### src/pkg/ianc_cfg.svh
// Register offsets, field positions and reset values of the abort/NACK/DMA block
`ifndef IANC_CFG_SVH
`define IANC_CFG_SVH
`define IANC_OFS_SLV_NACK     8'h84
`define IANC_OFS_DMA_CTRL     8'h88
`define IANC_OFS_DMA_TXWM     8'h8C
`define IANC_OFS_DMA_RXWM     8'h90
`define IANC_OFS_ABORT_CAUSE  8'hA0
`define IANC_OFS_ABORT_CLEAR  8'hA4
`define IANC_OFS_IRQ_STATUS   8'hA8
`define IANC_OFS_IRQ_MASK     8'hAC
`define IANC_BIT_GCALL_READ   5
`define IANC_BIT_GCALL_NOACK  4
`define IANC_BIT_TXDATA_NOACK 3
`define IANC_BIT_WIDE2_NOACK  2
`define IANC_BIT_WIDE1_NOACK  1
`define IANC_BIT_SHORT_NOACK  0
`define IANC_BIT_TX_DMA_EN    1
`define IANC_BIT_RX_DMA_EN    0
`define IANC_BIT_FORCED_NACK  0
`define IANC_RST_SLV_NACK     1'h0
`define IANC_RST_DMA_EN       2'h0
`define IANC_RST_LEVEL        4'h0
`define IANC_RST_CAUSE        6'h00
`define IANC_ABORT_BITS       6
`endif

### src/pkg/ianc_pkg.sv
// Types shared by the abort/NACK/DMA block
package ianc_pkg;
  // Master-side abort events from the protocol engine, one-cycle pulses
  typedef struct packed {
    logic gcall_read;
    logic gcall_noack;
    logic txdata_noack;
    logic wide_addr_second_unacked;
    logic wide_addr_first_unacked;
    logic short_addr_unacked;
  } ianc_abort_ev_t;

  // Role of the controller on the bus
  typedef enum logic [1:0] {
    IANC_ROLE_IDLE,
    IANC_ROLE_MASTER,
    IANC_ROLE_SLV_TX,
    IANC_ROLE_SLV_RX
  } ianc_role_t;

  // Slave-receiver byte decision
  typedef struct packed {
    logic ack;
    logic push;
    logic abort;
  } ianc_rx_dec_t;

  // Avalon-style access state
  typedef enum logic [1:0] {
    IANC_BUS_IDLE,
    IANC_BUS_DONE
  } ianc_bus_st_t;
endpackage

### src/logic/ianc_abort_latch.sv
// Sticky abort-cause latch, set by hardware, cleared by the abort clear
module ianc_abort_latch #(
  parameter int N = 6
) (
  // Clock and reset
  input  wire logic         sys_clk,
  input  wire logic         resetn,
  // Events and clear
  input  wire logic [N-1:0] set_ev,
  input  wire logic         clr,
  // State
  output logic      [N-1:0] cause
);
  // Per bit: a set in the clear cycle survives
  for (genvar i = 0; i < N; i++) begin : g_bit
    always_ff @(posedge sys_clk or negedge resetn) begin
      if (!resetn) begin
        cause[i] <= 1'b0;
      end else if (set_ev[i]) begin
        cause[i] <= 1'b1;
      end else if (clr) begin
        cause[i] <= 1'b0;
      end
    end
  end
endmodule

### src/logic/ianc_ctrl.sv
// Abort causes, slave forced NACK and DMA handshake of the two-wire controller
//
// Overview of operation
// - General call then read command: bit 5
// - Unacknowledged general call sets bit 4
// - Data byte unacknowledged after address: bit 3
// - Wide address second byte unacked: bit 2
// - Wide address first byte unacked: bit 1
// - Short address unacked sets bit 0
// - Forced NACK register only when option set
// - Forced NACK acts only as slave-receiver
// - Forced NACK: nack, abort, discard byte
// - Otherwise acknowledge by normal criteria
// - DMA registers absent without build option
// - Bit 1 transmit, bit 0 receive enable
// - DMA enables writable at any time
// - Transmit request when level at most watermark
// - Receive request when level exceeds watermark
//
// Design decision made here: the Avalon-MM slave port.
`include "ianc_cfg.svh"
module ianc_ctrl #(
  parameter bit SLAVE_FORCED_NACK_OPTION = 1'b1,
  parameter bit DMA_BUILD_OPTION         = 1'b1,
  parameter int FIFO_CNT_W               = 5
) (
  // Clock and reset
  input  wire logic                     sys_clk,
  input  wire logic                     resetn,
  // Avalon-MM slave
  input  wire logic [7:0]               avs_address,
  input  wire logic                     avs_read,
  input  wire logic                     avs_write,
  input  wire logic [31:0]              avs_writedata,
  input  wire logic [3:0]               avs_byteenable,
  output logic      [31:0]              avs_readdata,
  output logic                          avs_waitrequest,
  output logic      [1:0]               avs_response,
  // Abort events from the protocol engine
  input  wire ianc_pkg::ianc_abort_ev_t abort_ev,
  // Slave-receiver byte decision
  input  wire ianc_pkg::ianc_role_t     bus_role,
  input  wire logic                     rx_byte_done,
  input  wire logic                     rx_normal_ack,
  output ianc_pkg::ianc_rx_dec_t        rx_dec,
  output logic                          slv_rx_abort,
  // FIFO occupancy
  input  wire logic [FIFO_CNT_W-1:0]    tx_fifo_level,
  input  wire logic [FIFO_CNT_W-1:0]    rx_fifo_level,
  // DMA requests and interrupt
  output logic                          dma_tx_req,
  output logic                          dma_rx_req,
  output logic                          tx_abort_irq
);
  localparam int NA = `IANC_ABORT_BITS;

  logic [NA-1:0] cause;
  logic          forced_nack_r;
  logic [1:0]    dma_en_r;
  logic [3:0]    tx_wm_r;
  logic [3:0]    rx_wm_r;
  logic [NA-1:0] irq_stat_r;
  logic [NA-1:0] irq_mask_r;
  logic          acked_r;
  logic [31:0]   rdata_r;
  logic [1:0]    resp_r;
  logic          slv_rx_abort_r;
  ianc_pkg::ianc_rx_dec_t rx_dec_r;
  logic          dma_tx_req_r;
  logic          dma_rx_req_r;
  ianc_pkg::ianc_bus_st_t bus_st_r;

  // Bus decode: answer one cycle after the request is seen
  wire       access    = avs_read | avs_write;
  wire       take      = access & ~acked_r;
  wire       wr_take   = avs_write & take & avs_byteenable[0];
  wire       hit_nack  = avs_address == `IANC_OFS_SLV_NACK;
  wire       hit_dctl  = avs_address == `IANC_OFS_DMA_CTRL;
  wire       hit_txwm  = avs_address == `IANC_OFS_DMA_TXWM;
  wire       hit_rxwm  = avs_address == `IANC_OFS_DMA_RXWM;
  wire       hit_cause = avs_address == `IANC_OFS_ABORT_CAUSE;
  wire       hit_clr   = avs_address == `IANC_OFS_ABORT_CLEAR;
  wire       hit_stat  = avs_address == `IANC_OFS_IRQ_STATUS;
  wire       hit_mask  = avs_address == `IANC_OFS_IRQ_MASK;
  wire       mapped    = hit_nack | hit_dctl | hit_txwm | hit_rxwm |
                         hit_cause | hit_clr | hit_stat | hit_mask;
  // Absent registers silently drop writes
  wire       wr_nack   = wr_take & hit_nack & SLAVE_FORCED_NACK_OPTION;
  wire       wr_dctl   = wr_take & hit_dctl & DMA_BUILD_OPTION;
  wire       wr_txwm   = wr_take & hit_txwm & DMA_BUILD_OPTION;
  wire       wr_rxwm   = wr_take & hit_rxwm & DMA_BUILD_OPTION;
  wire       wr_mask   = wr_take & hit_mask;
  wire       wr_stat   = wr_take & hit_stat;
  // Abort clear is a read of the clear register, as in the controller family
  wire       abort_clr = avs_read & take & hit_clr;

  // Event vector in cause-bit order
  wire [NA-1:0] ev_vec = abort_ev;

  // Sticky causes
  ianc_abort_latch #(
    .N (NA)
  ) u_latch (
    .sys_clk (sys_clk),
    .resetn  (resetn),
    .set_ev  (ev_vec),
    .clr     (abort_clr),
    .cause   (cause)
  );

  // Read mux, absent registers read zero
  logic [31:0] rd_mux;
  always_comb begin
    rd_mux = 32'h0000_0000;
    if (hit_nack && SLAVE_FORCED_NACK_OPTION) begin
      rd_mux[`IANC_BIT_FORCED_NACK] = forced_nack_r;
    end else if (hit_dctl && DMA_BUILD_OPTION) begin
      rd_mux[1:0] = dma_en_r;
    end else if (hit_txwm && DMA_BUILD_OPTION) begin
      rd_mux[3:0] = tx_wm_r;
    end else if (hit_rxwm && DMA_BUILD_OPTION) begin
      rd_mux[3:0] = rx_wm_r;
    end else if (hit_cause) begin
      rd_mux[NA-1:0] = cause;
    end else if (hit_clr) begin
      rd_mux[0] = |cause;
    end else if (hit_stat) begin
      rd_mux[NA-1:0] = irq_stat_r;
    end else if (hit_mask) begin
      rd_mux[NA-1:0] = irq_mask_r;
    end
  end

  // Handshake: waitrequest low for one cycle after capture
  always_ff @(posedge sys_clk or negedge resetn) begin
    if (!resetn) begin
      acked_r  <= 1'b0;
      rdata_r  <= 32'h0000_0000;
      resp_r   <= 2'h0;
      bus_st_r <= ianc_pkg::IANC_BUS_IDLE;
    end else begin
      case (bus_st_r)
        ianc_pkg::IANC_BUS_IDLE: begin
          if (take) begin
            acked_r  <= 1'b1;
            rdata_r  <= avs_read ? rd_mux : 32'h0000_0000;
            resp_r   <= mapped ? 2'h0 : 2'h2;     // Slave error on unmapped
            bus_st_r <= ianc_pkg::IANC_BUS_DONE;
          end
        end
        ianc_pkg::IANC_BUS_DONE: begin
          acked_r  <= 1'b0;
          bus_st_r <= ianc_pkg::IANC_BUS_IDLE;
        end
        default: begin
          acked_r  <= 1'b0;
          bus_st_r <= ianc_pkg::IANC_BUS_IDLE;
        end
      endcase
    end
  end

  assign avs_waitrequest = ~acked_r;
  assign avs_readdata    = rdata_r;
  assign avs_response    = resp_r;

  // Control registers; only low byte lane carries fields
  always_ff @(posedge sys_clk or negedge resetn) begin
    if (!resetn) begin
      forced_nack_r <= `IANC_RST_SLV_NACK;
      dma_en_r      <= `IANC_RST_DMA_EN;
      tx_wm_r       <= `IANC_RST_LEVEL;
      rx_wm_r       <= `IANC_RST_LEVEL;
      irq_mask_r    <= `IANC_RST_CAUSE;
    end else begin
      if (wr_nack) begin
        forced_nack_r <= avs_writedata[`IANC_BIT_FORCED_NACK];
      end
      if (wr_dctl) begin
        dma_en_r <= avs_writedata[1:0];
      end
      if (wr_txwm) begin
        tx_wm_r <= avs_writedata[3:0];
      end
      if (wr_rxwm) begin
        rx_wm_r <= avs_writedata[3:0];
      end
      if (wr_mask) begin
        irq_mask_r <= avs_writedata[NA-1:0];
      end
    end
  end

  // Interrupt status: write one to clear, new event wins
  always_ff @(posedge sys_clk or negedge resetn) begin
    if (!resetn) begin
      irq_stat_r <= `IANC_RST_CAUSE;
    end else begin
      irq_stat_r <= ev_vec | (irq_stat_r & ~(wr_stat ? avs_writedata[NA-1:0] : '0));
    end
  end

  assign tx_abort_irq = |(irq_stat_r & irq_mask_r);

  // Slave-receiver decision; other roles never see the forced NACK
  wire slv_rx   = bus_role == ianc_pkg::IANC_ROLE_SLV_RX;
  wire force_nk = forced_nack_r & SLAVE_FORCED_NACK_OPTION & slv_rx;
  ianc_pkg::ianc_rx_dec_t dec_nxt;
  always_comb begin
    dec_nxt = '0;
    if (rx_byte_done && slv_rx) begin
      if (force_nk) begin
        dec_nxt.ack   = 1'b0;
        dec_nxt.push  = 1'b0;
        dec_nxt.abort = 1'b1;
      end else begin
        dec_nxt.ack   = rx_normal_ack;
        dec_nxt.push  = rx_normal_ack;
        dec_nxt.abort = 1'b0;
      end
    end
  end

  // Registered decision, one cycle after byte done
  always_ff @(posedge sys_clk or negedge resetn) begin
    if (!resetn) begin
      rx_dec_r       <= '0;
      slv_rx_abort_r <= 1'b0;
    end else begin
      rx_dec_r       <= dec_nxt;
      slv_rx_abort_r <= dec_nxt.abort;
    end
  end

  assign rx_dec       = rx_dec_r;
  assign slv_rx_abort = slv_rx_abort_r;

  // DMA request compares; levels widened to one bit above the FIFO count width
  wire [FIFO_CNT_W:0] tx_wm_w = (FIFO_CNT_W+1)'(tx_wm_r);
  wire [FIFO_CNT_W:0] rx_wm_w = (FIFO_CNT_W+1)'(rx_wm_r) + (FIFO_CNT_W+1)'(1);
  wire tx_req_nxt = DMA_BUILD_OPTION & dma_en_r[`IANC_BIT_TX_DMA_EN] &
                    ({1'b0, tx_fifo_level} <= tx_wm_w);
  wire rx_req_nxt = DMA_BUILD_OPTION & dma_en_r[`IANC_BIT_RX_DMA_EN] &
                    ({1'b0, rx_fifo_level} >= rx_wm_w);

  // Requests registered so they come from flip-flops
  always_ff @(posedge sys_clk or negedge resetn) begin
    if (!resetn) begin
      dma_tx_req_r <= 1'b0;
      dma_rx_req_r <= 1'b0;
    end else begin
      dma_tx_req_r <= tx_req_nxt;
      dma_rx_req_r <= rx_req_nxt;
    end
  end

  assign dma_tx_req = dma_tx_req_r;
  assign dma_rx_req = dma_rx_req_r;
endmodule

### config.mk
export PLATFORM = sky130hd
export DESIGN_NAME = ianc_ctrl
export DESIGN_NICKNAME = d
export VERILOG_FILES = /design/src/pkg/ianc_pkg.sv /design/src/logic/ianc_abort_latch.sv /design/src/logic/ianc_ctrl.sv
export VERILOG_INCLUDE_DIRS = /design/src /design/src/pkg
export SDC_FILE = /design/constraint.sdc
export NUM_CORES = 1
export LEC_CHECK = 0
export ABC_AREA = 1
export BUFFER_PORTS_ARGS = -buffer_cell sky130_fd_sc_hd__buf_2
export CAP_MARGIN = 20
export CORE_MARGIN = 2
export CORE_UTILIZATION = 48
export CTS_CLUSTER_SIZE = 10
export DETAILED_ROUTE_END_ITERATION = 10
export GPL_ROUTABILITY_DRIVEN = 1
export GPL_TIMING_DRIVEN = 0
export PLACE_DENSITY = 0.89
export SLEW_MARGIN = 20
export SYNTH_ARGS = -nofsm -noshare
export SYNTH_HDL_FRONTEND = slang
export SYNTH_SLANG_ARGS = --single-unit
### constraint.sdc
create_clock -name sys_clk -period 2 [get_ports sys_clk]
set_input_delay 0.3 -clock sys_clk [delete_from_list [all_inputs] [get_ports sys_clk]]
set_output_delay 0.3 -clock sys_clk [all_outputs]
set_load 0.005 [all_outputs]
Word level (Yosys, flattened, before mapping)
Index checks and enable logic that the tools add are counted.

word-level totals
  register bits = 71
  bits of input ports = 68
  output and inout bits = 42
  word-level logic and storage cells = 107

cells by class
  add/sub/neg operators = 1
  order comparisons = 2
  eq/ne operators = 10
  muxes and demuxes = 35
  bitwise operators = 27
  reductions and logical operators = 11

operator list
  operator                                                       number
  6-bit two-way mux                                              11
  8-bit == test, second input constant                           8
  1-bit AND                                                      14
  6-bit AND                                                      2
  2-bit two-way mux                                              6
  4-bit two-way mux                                              3
  2-bit nonzero test                                             6
  6-bit OR reduction                                             2
  1-bit two-way mux                                              11
  5-bit two-way mux                                              2
  1-bit bitwise OR                                               8
  3-bit two-way mux                                              2
  6-bit NOT                                                      1
  6-bit bitwise OR                                               1
  4-bit by 1-bit adder with 5-bit output, second input constant  1
  5-bit greater-or-equal comparator                              1
  5-bit by 4-bit less-or-equal comparator with 1-bit output      1
  2-bit == test, second input constant                           1
  2-bit zero test                                                1
  2-bit != test, second input constant                           1
  2-bit AND reduction                                            1
  1-bit logical AND                                              1
  1-bit NOT                                                      1

Depth between registers and ports, before layout
Gate-level depths: netlist (run 1).

  depth after elaboration = 16
  mapped depth = 11
  depth with buffers taken out = 11

Modules after synthesis
A second synthesis (run 1) with hierarchy kept.

second synthesis, totals
  cell total of the unflattened synthesis = 328
  area total of the unflattened synthesis = 2533.7 um^2

by module, submodules not included
  module            times used  cells an instance  area each (um^2)  sequential area each (um^2)
  ianc_ctrl         1           303                2312.2            875.8
  ianc_abort_latch  1           25                 221.5             150.1

Worst setup path before layout (run 1)
OpenSTA, ideal clock, no wires.

  path kind = reg-to-reg
  start = register rx_wm_r[0]
  end = register dma_rx_req_r, in the netlist dma_rx_req
  library setup time = 0.118 ns
  arrival = 1.410 ns
  data required time = 1.882 ns
  setup slack = 0.473 ns
  stages on the path, launching flop included = 8
  buffers on the path = 0
  clock period less this slack = 1.527 ns
  cells stage by stage = dfrtp_1 -> ha_1 -> xnor2_1 -> ha_1 -> a21oi_1 -> o221ai_1 -> a21oi_1 -> nor2_1

on the way
  cells in the longest elaborated chain, start to end = 3

RTL lines
  element                                 RTL line          text
  start, declared                         ianc_ctrl.sv:61   logic [3:0] rx_wm_r;
  start signal, assigned                  ianc_ctrl.sv:173  rx_wm_r <= `IANC_RST_LEVEL;
  start signal, assigned                  ianc_ctrl.sv:186  rx_wm_r <= avs_writedata[3:0];
  4-bit by 1-bit adder with 5-bit output  ianc_ctrl.sv:240  wire [FIFO_CNT_W:0] rx_wm_w = (FIFO_CNT_W+1)'(rx_wm_r) + (FIFO_CNT_W+1)'(1);
  5-bit greater-or-equal comparator       ianc_ctrl.sv:244  ({1'b0, rx_fifo_level} >= rx_wm_w);
  1-bit AND                               ianc_ctrl.sv:243  wire rx_req_nxt = DMA_BUILD_OPTION & dma_en_r[`IANC_BIT_RX_DMA_EN] &
  via rx_req_nxt                          ianc_ctrl.sv:243
  end signal, assigned                    ianc_ctrl.sv:253  dma_rx_req_r <= rx_req_nxt;
  end, declared                           ianc_ctrl.sv:70   logic dma_rx_req_r;

The timed path passes the listed nets, and every way through them passes these cells.
A chain may end at the register's enable or synchronous reset.

==> run summary, run 1 <==
Slew Limit Fails - 0
Crit path kind - reg2reg
Pin count of the biggest net entering global routing - 42
DRT Wirelength - 5.871 mm
# nets final - 500
Std-Cell Rows - 26
CTS tree - done
Clock slew at reported path FFs - 0.07 ns
CP delay by family, top - simple AND/OR/NAND/NOR gates
Via count - 2325
Synth Cell Area - 2582 um2
RR Startpoint - bus_st_r[0]
Syn_area_per_cell - 7.686 um2
DR iter-0 viols - 225
WP data required - 2.15 ns
Commonest non-fill, non-tap cell in the layout - nand2_1
Clk_skew - 0.005849 ns
Total GRT Usage - 20.70%
Initial DRT Pass Iterations - 4
Clk Latency, worst-skew pair - 0.30 ns
CTS Hold Bufs - 0
Crit. End Element - flip-flop
Core Region - 5140 um2
Total CTS buffers - 5
Final min period - 1.792 ns
Setup tns final - 0 ns
Initial Util - 50.24%
Peak Freq - 558.1 MHz
Final hold violation count - 0
First-pass GRT wire length - 9.839 mm
CTS Buffer Depth - 2
DRC - 0
Initial antenna violation count - 0
YS warnings - 0
Vias in the first global route - 2199
Most frequent cells in the layout - 74 x nand2_1, 54 x inv_1, 54 x buf_2
WP buf/inv - 1
Die height - 77.35 um
Post-CTS resize count - 0
Ports - 110
Vias per std cell - 4.716
H-tree depth - 2
I/O Buffers - 53
Crit path max fanout - 6
Leak - 1.778 nW
Max Cap Violations - 0
Critical-path top delay cell - nor3_1
Die W - 77.35 um
Register area share after synthesis - 39.73%
Routability cong. - 0.8712
Gr ovfl total - 0
Clk root buf - clkbuf_8
Synthesis-to-finish area growth - 21.95%
Pwr per Cell Area - 568.7 nW/um2
Post-DRT Antenna Nets - 0
Post-CTS setup buffers - 0
Crit path launch - bus_st_r[0]
CP Launch Type - flip-flop
Gate Count Post-Synth - 336
Critical-path cell list - nor2_1, inv_1, nor3_1, o21ai_0
Worst slew pin tran - 0.8800 ns
Mean routed wirelength per cell - 11.91 um
Hold crit path type - in2async
Distinct cells, synth - 31
Layout cells sized above 1 - 28.13%
Hold_ws - 0.1066 ns
Largest stage delay, worst path - 0.67 ns
Status - complete, no violations
Final period utilization - 89.59%
Die footprint - 5983 um2
Final setup vio count - 0
Hpwl dp - 4.701 mm
RSZ-0062 raised after global routing - false
Arr. time, crit path - 1.94 ns
#FFs+latches synth - 41
Sink Count - 41
Peak VDD IR - 0.0005202 V
Headroom to the max-slew limit - 41.33%
Antenna diodes - 0
## per-layer routing
layer,GRT usage [%],wire length [um],vias up
met5,0,0,-
met4,7.500,112,0
met3,5.581,378,14
met2,36.70,3042,103
met1,23.94,2337,1035
li1,-,-,1173
## cell usage after synthesis
cell | number | share of area [%]
nand4_1 | 4 | 0.97
conb_1 | 1 | 0.15
a21oi_1 | 8 | 1.6
o211ai_1 | 2 | 0.58
dfrtp_1 | 41 | 40
nor2_4 | 5 | 2.2
inv_1 | 54 | 7.8
buf_6 | 1 | 0.44
o21ai_1 | 3 | 0.58
nor3b_1 | 1 | 0.29
xnor2_1 | 1 | 0.34
nor2_8 | 1 | 0.78
buf_2 | 1 | 0.19
nor2_1 | 24 | 3.5
nand2_2 | 7 | 1.7
clkinv_2 | 1 | 0.19
nand2_1 | 74 | 11
xor2_1 | 1 | 0.34
o21ai_0 | 29 | 5.6
nor2_2 | 3 | 0.73
o22ai_1 | 1 | 0.24
ha_1 | 10 | 4.8
o21ai_2 | 7 | 2.4
a221oi_1 | 1 | 0.34
buf_4 | 29 | 8.4
nand2_4 | 1 | 0.44
and3_1 | 1 | 0.24
inv_2 | 3 | 0.44
nor3_1 | 4 | 0.78
nand3_1 | 16 | 3.1
o221ai_1 | 1 | 0.34
## kinds of logic (layout without fill, tap and decap cells)
family / after synthesis / count (layout) / synth area share [%]
XOR/XNOR: 2 / 2 / 0.6784
AND/OR/NAND/NOR: 141 / 141 / 25.44
AO/OA/AOI/OAI: 52 / 52 / 11.63
adder cells (fa/ha/maj): 10 / 10 / 4.845
other: 1 / 27 / 0.1452
flip-flops: 41 / 41 / 39.73
buffers and inverters: 89 / 150 / 17.54
## stage by stage
stage	setup WS (ns)	cell area, um2	power, W	cells	utilization, %
after floorplan	0.4727	2680	0.001017	362	-
after global placement	0.3633	3033	0.001104	485	59.01
after detailed placement	0.3028	3033	0.001114	485	59.01
after CTS	0.2863	3149	0.001797	493	61.27
after global routing	0.07081	3149	0.001869	493	61.27
final	0.2082	3149	0.001791	493	61.27
## area by class of cell
class | instances | area, um2
repair buffers | 53 | 265.3
inverters | 58 | 219.0
multi-input cells | 232 | 1201
flip-flops and latches | 41 | 1026
clock inverters | 1 | 30.03
plain buffers | 31 | 234.0
clock buffers | 7 | 86.33
fillers | 489 | 1991
well taps | 70 | 87.58
## flip-flops by register name (all words and copies together) (netlist names)
| signal | count |
|---|---|
| irq_mask_r | 6 |
| rx_wm_r | 4 |
| dma_rx_req | 1 |
| dma_tx_req | 1 |
| dma_en_r | 2 |
| tx_wm_r | 4 |
| forced_nack_r | 1 |
| avs_response | 1 |
| avs_readdata | 6 |
| rx_dec | 2 |
| irq_stat_r | 6 |
| bus_st_r | 1 |
| u_latch.cause | 6 |
## power by group
part           internal [W]  leakage (nW)  switching [W]
logic              0.000109          1.22       0.000139
registers          0.000843         0.504     0.00000985
clock network      0.000407        0.0585       0.000284
total               0.00136          1.78       0.000432
## worst paths after layout
kind	to	slack [ns]	cells past startpoint
worst max-delay path	u_latch.cause[0]	0.21	4
worst min-delay path	irq_mask_r[5]	0.11	1
worst max register to register	u_latch.cause[0]	0.21	4
worst min register to register	avs_readdata[1]	0.48	2
max in group asynchronous	irq_mask_r[1]	1.33	1
min in group sys_clk	dma_tx_req	0.15	2
Power figures use the tool's default switching activity.
==> run 2, diff against run 1 <==
- PLACE_DENSITY: 0.89 -> 0.79
==> run 2 against run 1 <==
- utilization is 0.58 points lower
- count of clock-buffer cells in the layout stayed put
- critical path depth is 3 higher
- cell count is 0.20% lower
- wire length is 9.3% lower
- hold slack better by 0.014 ns
- largest power group unchanged
==> run summary, run 2 (same netlist as run 1, synthesis figures left out) <==
Status - complete, no violations
Max Cap Violations - 0 (unchanged)
Std-Cell Rows - 26 (unchanged)
First-pass GRT wire length - 9.342 mm (-5.1%)
Crit path max fanout - 4 (-2)
Clk root buf - clkbuf_8
CP delay by family, top - adder cells
Synthesis-to-finish area growth - 20.78%
# nets final - 500 (unchanged)
Arr. time, crit path - 1.86 ns (-0.08 ns)
Pin count of the biggest net entering global routing - 42 (unchanged)
Ports - 110 (unchanged)
Crit path kind - reg2reg
Peak Freq - 595.9 MHz (+6.8%)
Initial DRT Pass Iterations - 4 (unchanged)
Total CTS buffers - 5 (unchanged)
Post-DRT Antenna Nets - 0 (unchanged)
Final period utilization - 83.90% (-5.7 points)
Worst slew pin tran - 0.8763 ns (-0.003654 ns)
Critical-path cell list - ha_1, xnor2_1, ha_1, a21oi_1, o221ai_1, a21oi_1, nor2_1
H-tree depth - 2 (unchanged)
CTS Buffer Depth - 2 (unchanged)
Mean routed wirelength per cell - 10.82 um (-9.1%)
CP Launch Type - flip-flop
Total GRT Usage - 19.39% (-1.3 points)
Crit path launch - rx_wm_r[1]
Die height - 77.35 um (unchanged)
Clock slew at reported path FFs - 0.07 ns (about the same)
Peak VDD IR - 0.0004283 V (-18%)
WP data required - 2.18 ns (+0.03 ns)
I/O Buffers - 53 (unchanged)
Crit. End Element - flip-flop
Gr ovfl total - 0 (unchanged)
RR Startpoint - rx_wm_r[1]
WP buf/inv - 0 (-1)
Post-place instance area - 3033 um2 (unchanged)
Final hold violation count - 0 (unchanged)
DRT Wirelength - 5.323 mm (-9.3%)
R2R cell count - 7 (+3)
Core Region - 5140 um2 (unchanged)
RSZ-0062 raised after global routing - false
Post-CTS setup buffers - 0 (unchanged)
Sink Count - 41 (unchanged)
CTS tree - done
Headroom to the max-slew limit - 41.58% (+0.24 points)
Critical-path top delay cell - dfrtp_1
Commonest non-fill, non-tap cell in the layout - nand2_1
Reg2Reg Setup Slack - 0.32 ns (+0.11 ns)
Clk_skew - 0.005942 ns (+0.00009351 ns)
Leak - 1.764 nW (-0.79%)
Slew Limit Fails - 0 (unchanged)
Final setup vio count - 0 (unchanged)
Setup tns final - 0 ns (unchanged)
Largest stage delay, worst path - 0.43 ns (-0.24 ns)
DR iter-0 viols - 148 (-34%)
CP Depth - 7 (+3)
Clk Latency, worst-skew pair - 0.29 ns (about the same)
Die footprint - 5983 um2 (unchanged)
Die W - 77.35 um (unchanged)
Initial antenna violation count - 0 (unchanged)
Vias per std cell - 4.579 (-2.9%)
Final min period - 1.678 ns (-0.1137 ns)
Design Area, Final - 3119 um2 (-0.95%)
Worst Setup EP - dma_rx_req
Routability cong. - 0.8752 (+0.46%)
Post-CTS resize count - 0 (unchanged)
Layout cells sized above 1 - 27.96% (-0.17 points)
Hold crit path type - in2async
Pwr per Cell Area - 522.7 nW/um2 (-8.1%)
Initial Util - 50.24% (unchanged)
CTS Hold Bufs - 0 (unchanged)
Antenna diodes - 0 (unchanged)
Vias in the first global route - 2185 (-0.64%)
Most frequent cells in the layout - 74 x nand2_1, 54 x inv_1, 54 x buf_2
Hpwl dp - 4.376 mm (-6.9%)
R2R Path End - dma_rx_req
Via count - 2253 (-3.1%)
DRC - 0 (unchanged)
## run 2: cell types whose count changed in the layout (fill, tap and decap cells not counted), sizes merged
cell / previous run / this run
bufinv: 1 / 0
## run 2: routing by layer
metal	GRT usage (%)	vias to the layer above	wire (um)
li1	-	1174	-
met4	5.714	0	68
met5	0	-	0
met2	34.70	66	2704
met3	3.605	9	327
met1	23.75	1004	2223
## run 2: cell type report
class | count | area, um2
Sequential cell | 41 | 1026
Inverter | 58 | 219.0
Multi-Input combinational cell | 232 | 1201
Fill cell | 494 | 2021
Clock buffer | 7 | 86.33
Tap cell | 70 | 87.58
Timing Repair Buffer | 53 | 265.3
Buffer | 31 | 234.0
## run 2: how the worst min path moves through the flow
stage	start	end	depth (start not counted)
2_1_floorplan	resetn	avs_readdata[0]	0
6_report	resetn	dma_tx_req	1
5_1_grt	tx_fifo_level[4]	dma_tx_req	2
3_5_place_dp	tx_fifo_level[4]	dma_tx_req	2
4_1_cts	resetn	dma_tx_req	1
3_3_place_gp	bus_st_r[0]	bus_st_r[0]	1
## run 2: per-stage QoR
| step | setup WS (ns) | std cells | hold WS (ns) | util (%) | power [W] |
|---|---|---|---|---|---|
| 2_1_floorplan | 0.4727 | 362 | 0.004409 | - | 0.001017 |
| 3_3_place_gp | 0.3696 | 485 | 0.4546 | 59.01 | 0.001106 |
| 3_5_place_dp | 0.3410 | 485 | 0.4589 | 59.01 | 0.001112 |
| 4_1_cts | 0.3122 | 492 | 0.1486 | 60.69 | 0.001644 |
| 5_1_grt | 0.1780 | 492 | 0.1502 | 60.69 | 0.001716 |
| 6_report | 0.3219 | 492 | 0.1203 | 60.69 | 0.001630 |
## run 2: report_power, final
group	total [W]	switching (W)	internal, W	leakage [nW]
combinational	0.000242	0.000134	0.000109	1.22
clock	0.000535	0.000261	0.000274	0.0443
sequential	0.000854	0.0000103	0.000843	0.504
## run 2: worst register-to-register path: cells and delay by family, from the launching register on
family / cells / cell delay [ns]
AND/OR/NAND/NOR: 1 / 0.06
AO/OA/AOI/OAI: 3 / 0.41
XOR/XNOR: 1 / 0.17
flip-flops: 1 / 0.43
adder cells (fa/ha/maj): 2 / 0.50
==> run 3, diff against run 2 <==
- CORE_UTILIZATION: 48 -> 43
- PLACE_DENSITY: 0.79 -> 0.75
- clock period: 2 -> 1.4 ns (I/O delays scaled with it)
==> run 3 against run 2 <==
- critical path type unchanged
- non-clock buffer count is 9 higher
- clock power increased by 40%
- largest power group unchanged
- design area rose by 3.9%
- utilization shrank 5.3 points
- cell count rose by 3.0%
- register-to-register slack worse by 0.51 ns
- the run now ends with negative setup slack left
==> run summary, run 3 (same netlist as run 1, synthesis figures left out) <==
DR iter-0 viols - 135 (-8.8%)
Failing checks - negative setup slack
Sw frac - 26.74% (+1.9 points)
Switch Pwr - 0.0006250 W (+54%)
Peak VDD IR - 0.0005700 V (+33%)
R2R cell count - 7 (unchanged)
Max Cap Violations - 0 (unchanged)
Most frequent cells in the layout - 73 x nand2_1, 53 x buf_2, 50 x inv_1
Clk root buf - clkbuf_8
Via count - 2307 (+2.4%)
Mean routed wirelength per cell - 11.21 um (+3.6%)
Synthesis-to-finish area growth - 25.53%
WP data required - 1.58 ns (-0.60 ns)
Final min period - 1.591 ns (-0.08712 ns)
Clock share of power - 32.1% (-0.7 points)
CP Launch Type - flip-flop
Clock slew at reported path FFs - 0.08 ns (about the same)
Routability cong. - 0.8514 (-2.7%)
Hpwl dp - 4.531 mm (+3.5%)
Reg power frac - 52.1% (-0.3 points)
Total GRT Usage - 18.11% (-1.3 points)
R2R Path End - dma_rx_req
Ports - 110 (unchanged)
Crit path kind - reg2reg
I/O Buffers - 53 (unchanged)
Leak - 1.820 nW (+3.2%)
Worst Setup EP - dma_rx_req
DRT Wirelength - 5.684 mm (+6.8%)
# nets final - 509 (+1.8%)
FF+latch area - 1026 um2 (unchanged)
Clk Latency, worst-skew pair - 0.29 ns (about the same)
Pin count of the biggest net entering global routing - 42 (unchanged)
Commonest non-fill, non-tap cell in the layout - nand2_1
Post-DRT Antenna Nets - 0 (unchanged)
Total CTS buffers - 5 (unchanged)
Sink Count - 41 (unchanged)
Pwr per Cell Area - 721.0 nW/um2 (+38%)
Layout cells sized above 1 - 32.64% (+4.7 points)
Final hold violation count - 0 (unchanged)
Combinational fraction of design power - 15.7% (+0.8 points)
Multi-input logic area - 1247 um2 (+3.9%)
RSZ-0062 raised after global routing - true
Final setup vio count - 2 (+2)
Cell internal pwr - 0.001713 W (+40%)
Antenna diodes - 0 (unchanged)
Crit path max fanout - 3 (-1)
Peak Freq - 628.5 MHz (+5.5%)
DRC - 0 (unchanged)
Reg2Reg Setup Slack - -0.19 ns (-0.51 ns)
Status - finished, violations left
Design Area, Final - 3242 um2 (+3.9%)
Gr ovfl total - 0 (unchanged)
Core Region - 5851 um2 (+14%)
Headroom to the max-slew limit - 39.79% (-1.8 points)
Initial DRT Pass Iterations - 4 (unchanged)
Std-Cell Rows - 28 (+7.7%)
Die footprint - 6641 um2 (+11%)
Hold crit path type - in2async
Initial Util - 44.14% (-6.1 points)
Post-place instance area - 3042 um2 (+0.29%)
CTS tree - done
H-tree depth - 2 (unchanged)
Arr. time, crit path - 1.77 ns (-0.09 ns)
Vias in the first global route - 2151 (-1.6%)
Vias per std cell - 4.550 (-0.63%)
RR Startpoint - rx_wm_r[0]
CTS Hold Bufs - 0 (unchanged)
Crit path launch - rx_wm_r[0]
Die W - 81.50 um (+5.4%)
CTS Buffer Depth - 2 (unchanged)
Crit. End Element - flip-flop
Slew Limit Fails - 0 (unchanged)
Worst slew pin tran - 0.9031 ns (+0.02678 ns)
Clk_skew - 0.007483 ns (+0.001541 ns)
First-pass GRT wire length - 9.246 mm (-1.0%)
Layout fillers - 578 (+17%)
Final period utilization - 113.6% (+30 points)
Setup ws final - -0.1910 ns (-0.5129 ns)
Pre-CTS setup slack - -0.2821 ns (-0.6232 ns)
Die height - 81.50 um (+5.4%)
Initial antenna violation count - 0 (unchanged)
-- run 3: changes by cell type in the layout (fill, tap and decap cells not counted), moves of 2 or more --
cell,change
buf_4,+10
clkinv_2,+2
ha_1,-2
inv_1,-4
inv_2,+4
o21ai_0,-5
o21ai_1,+4
-- run 3: through the flow --
stage	cells	hold WS [ns]	power (W)	utilization [%]	TNS, ns
2_1_floorplan	362	-0.08559	0.001453	-	-0.09934
3_3_place_gp	490	0.3711	0.001583	51.99	-1.150
3_5_place_dp	490	0.3752	0.001595	51.99	-1.393
4_1_cts	505	0.05928	0.002358	54.73	-0.3283
5_1_grt	507	0.05678	0.002480	55.41	-0.4617
6_report	507	0.04701	0.002338	55.41	-0.2799
-- run 3: power by group through the flow --
stage | clock, W | sequential, W | combinational, W
after floorplan | 0 | 0.00124 | 0.000213
after global placement | 0 | 0.00124 | 0.000342
after detailed placement | 0 | 0.00124 | 0.000353
after CTS | 0.000777 | 0.00122 | 0.000363
after global routing | 0.000834 | 0.00122 | 0.000423
final | 0.000751 | 0.00122 | 0.000368
-- run 3: final cells by class --
| class | instances | area share (%) |
|---|---|---|
| Clock buffer | 5 | 2.123 |
| Sequential cell | 41 | 31.65 |
| Buffer | 31 | 7.294 |
| Tap cell | 75 | 2.895 |
| Clock inverter | 3 | 0.5403 |
| Timing Repair Buffer | 62 | 10.27 |
| Multi-Input combinational cell | 232 | 38.48 |
| Inverter | 58 | 6.754 |
-- run 3: worst min path at each step --
| stage | startpoint | to | cells past startpoint | slack [ns] |
|---|---|---|---|---|
| after floorplan | resetn | avs_readdata[0] | 0 | -0.09 |
| after global placement | tx_fifo_level[4] | dma_tx_req | 2 | 0.37 |
| after detailed placement | tx_fifo_level[4] | dma_tx_req | 2 | 0.38 |
| after CTS | tx_fifo_level[4] | dma_tx_req | 2 | 0.06 |
| after global routing | tx_fifo_level[4] | dma_tx_req | 2 | 0.06 |
| final | resetn | irq_stat_r[3] | 1 | 0.05 |
-- run 3: critical path: stages (launching register included) --
cell,delay (ns)
dfrtp_1,0.39
ha_2,0.20
xnor2_1,0.12
ha_1,0.31
a21oi_1,0.14
o221ai_1,0.12
a21oi_1,0.13
nor2_1,0.06
-- run 3: per-layer routing --
layer | track usage [%] | wire length (um)
met5 | 0 | 0
met4 | 5.593 | 83
met3 | 3.187 | 284
met2 | 33.69 | 2968
met1 | 21.00 | 2348
-- run 3: repair_timing --
item | in CTS | in global routing
gates resized for setup | 7 | 12
endpoints found under the setup margin | 8 | 17
pin swaps | 2 | 5
buffers inserted | 7 | 2
gates cloned | 0 | 0
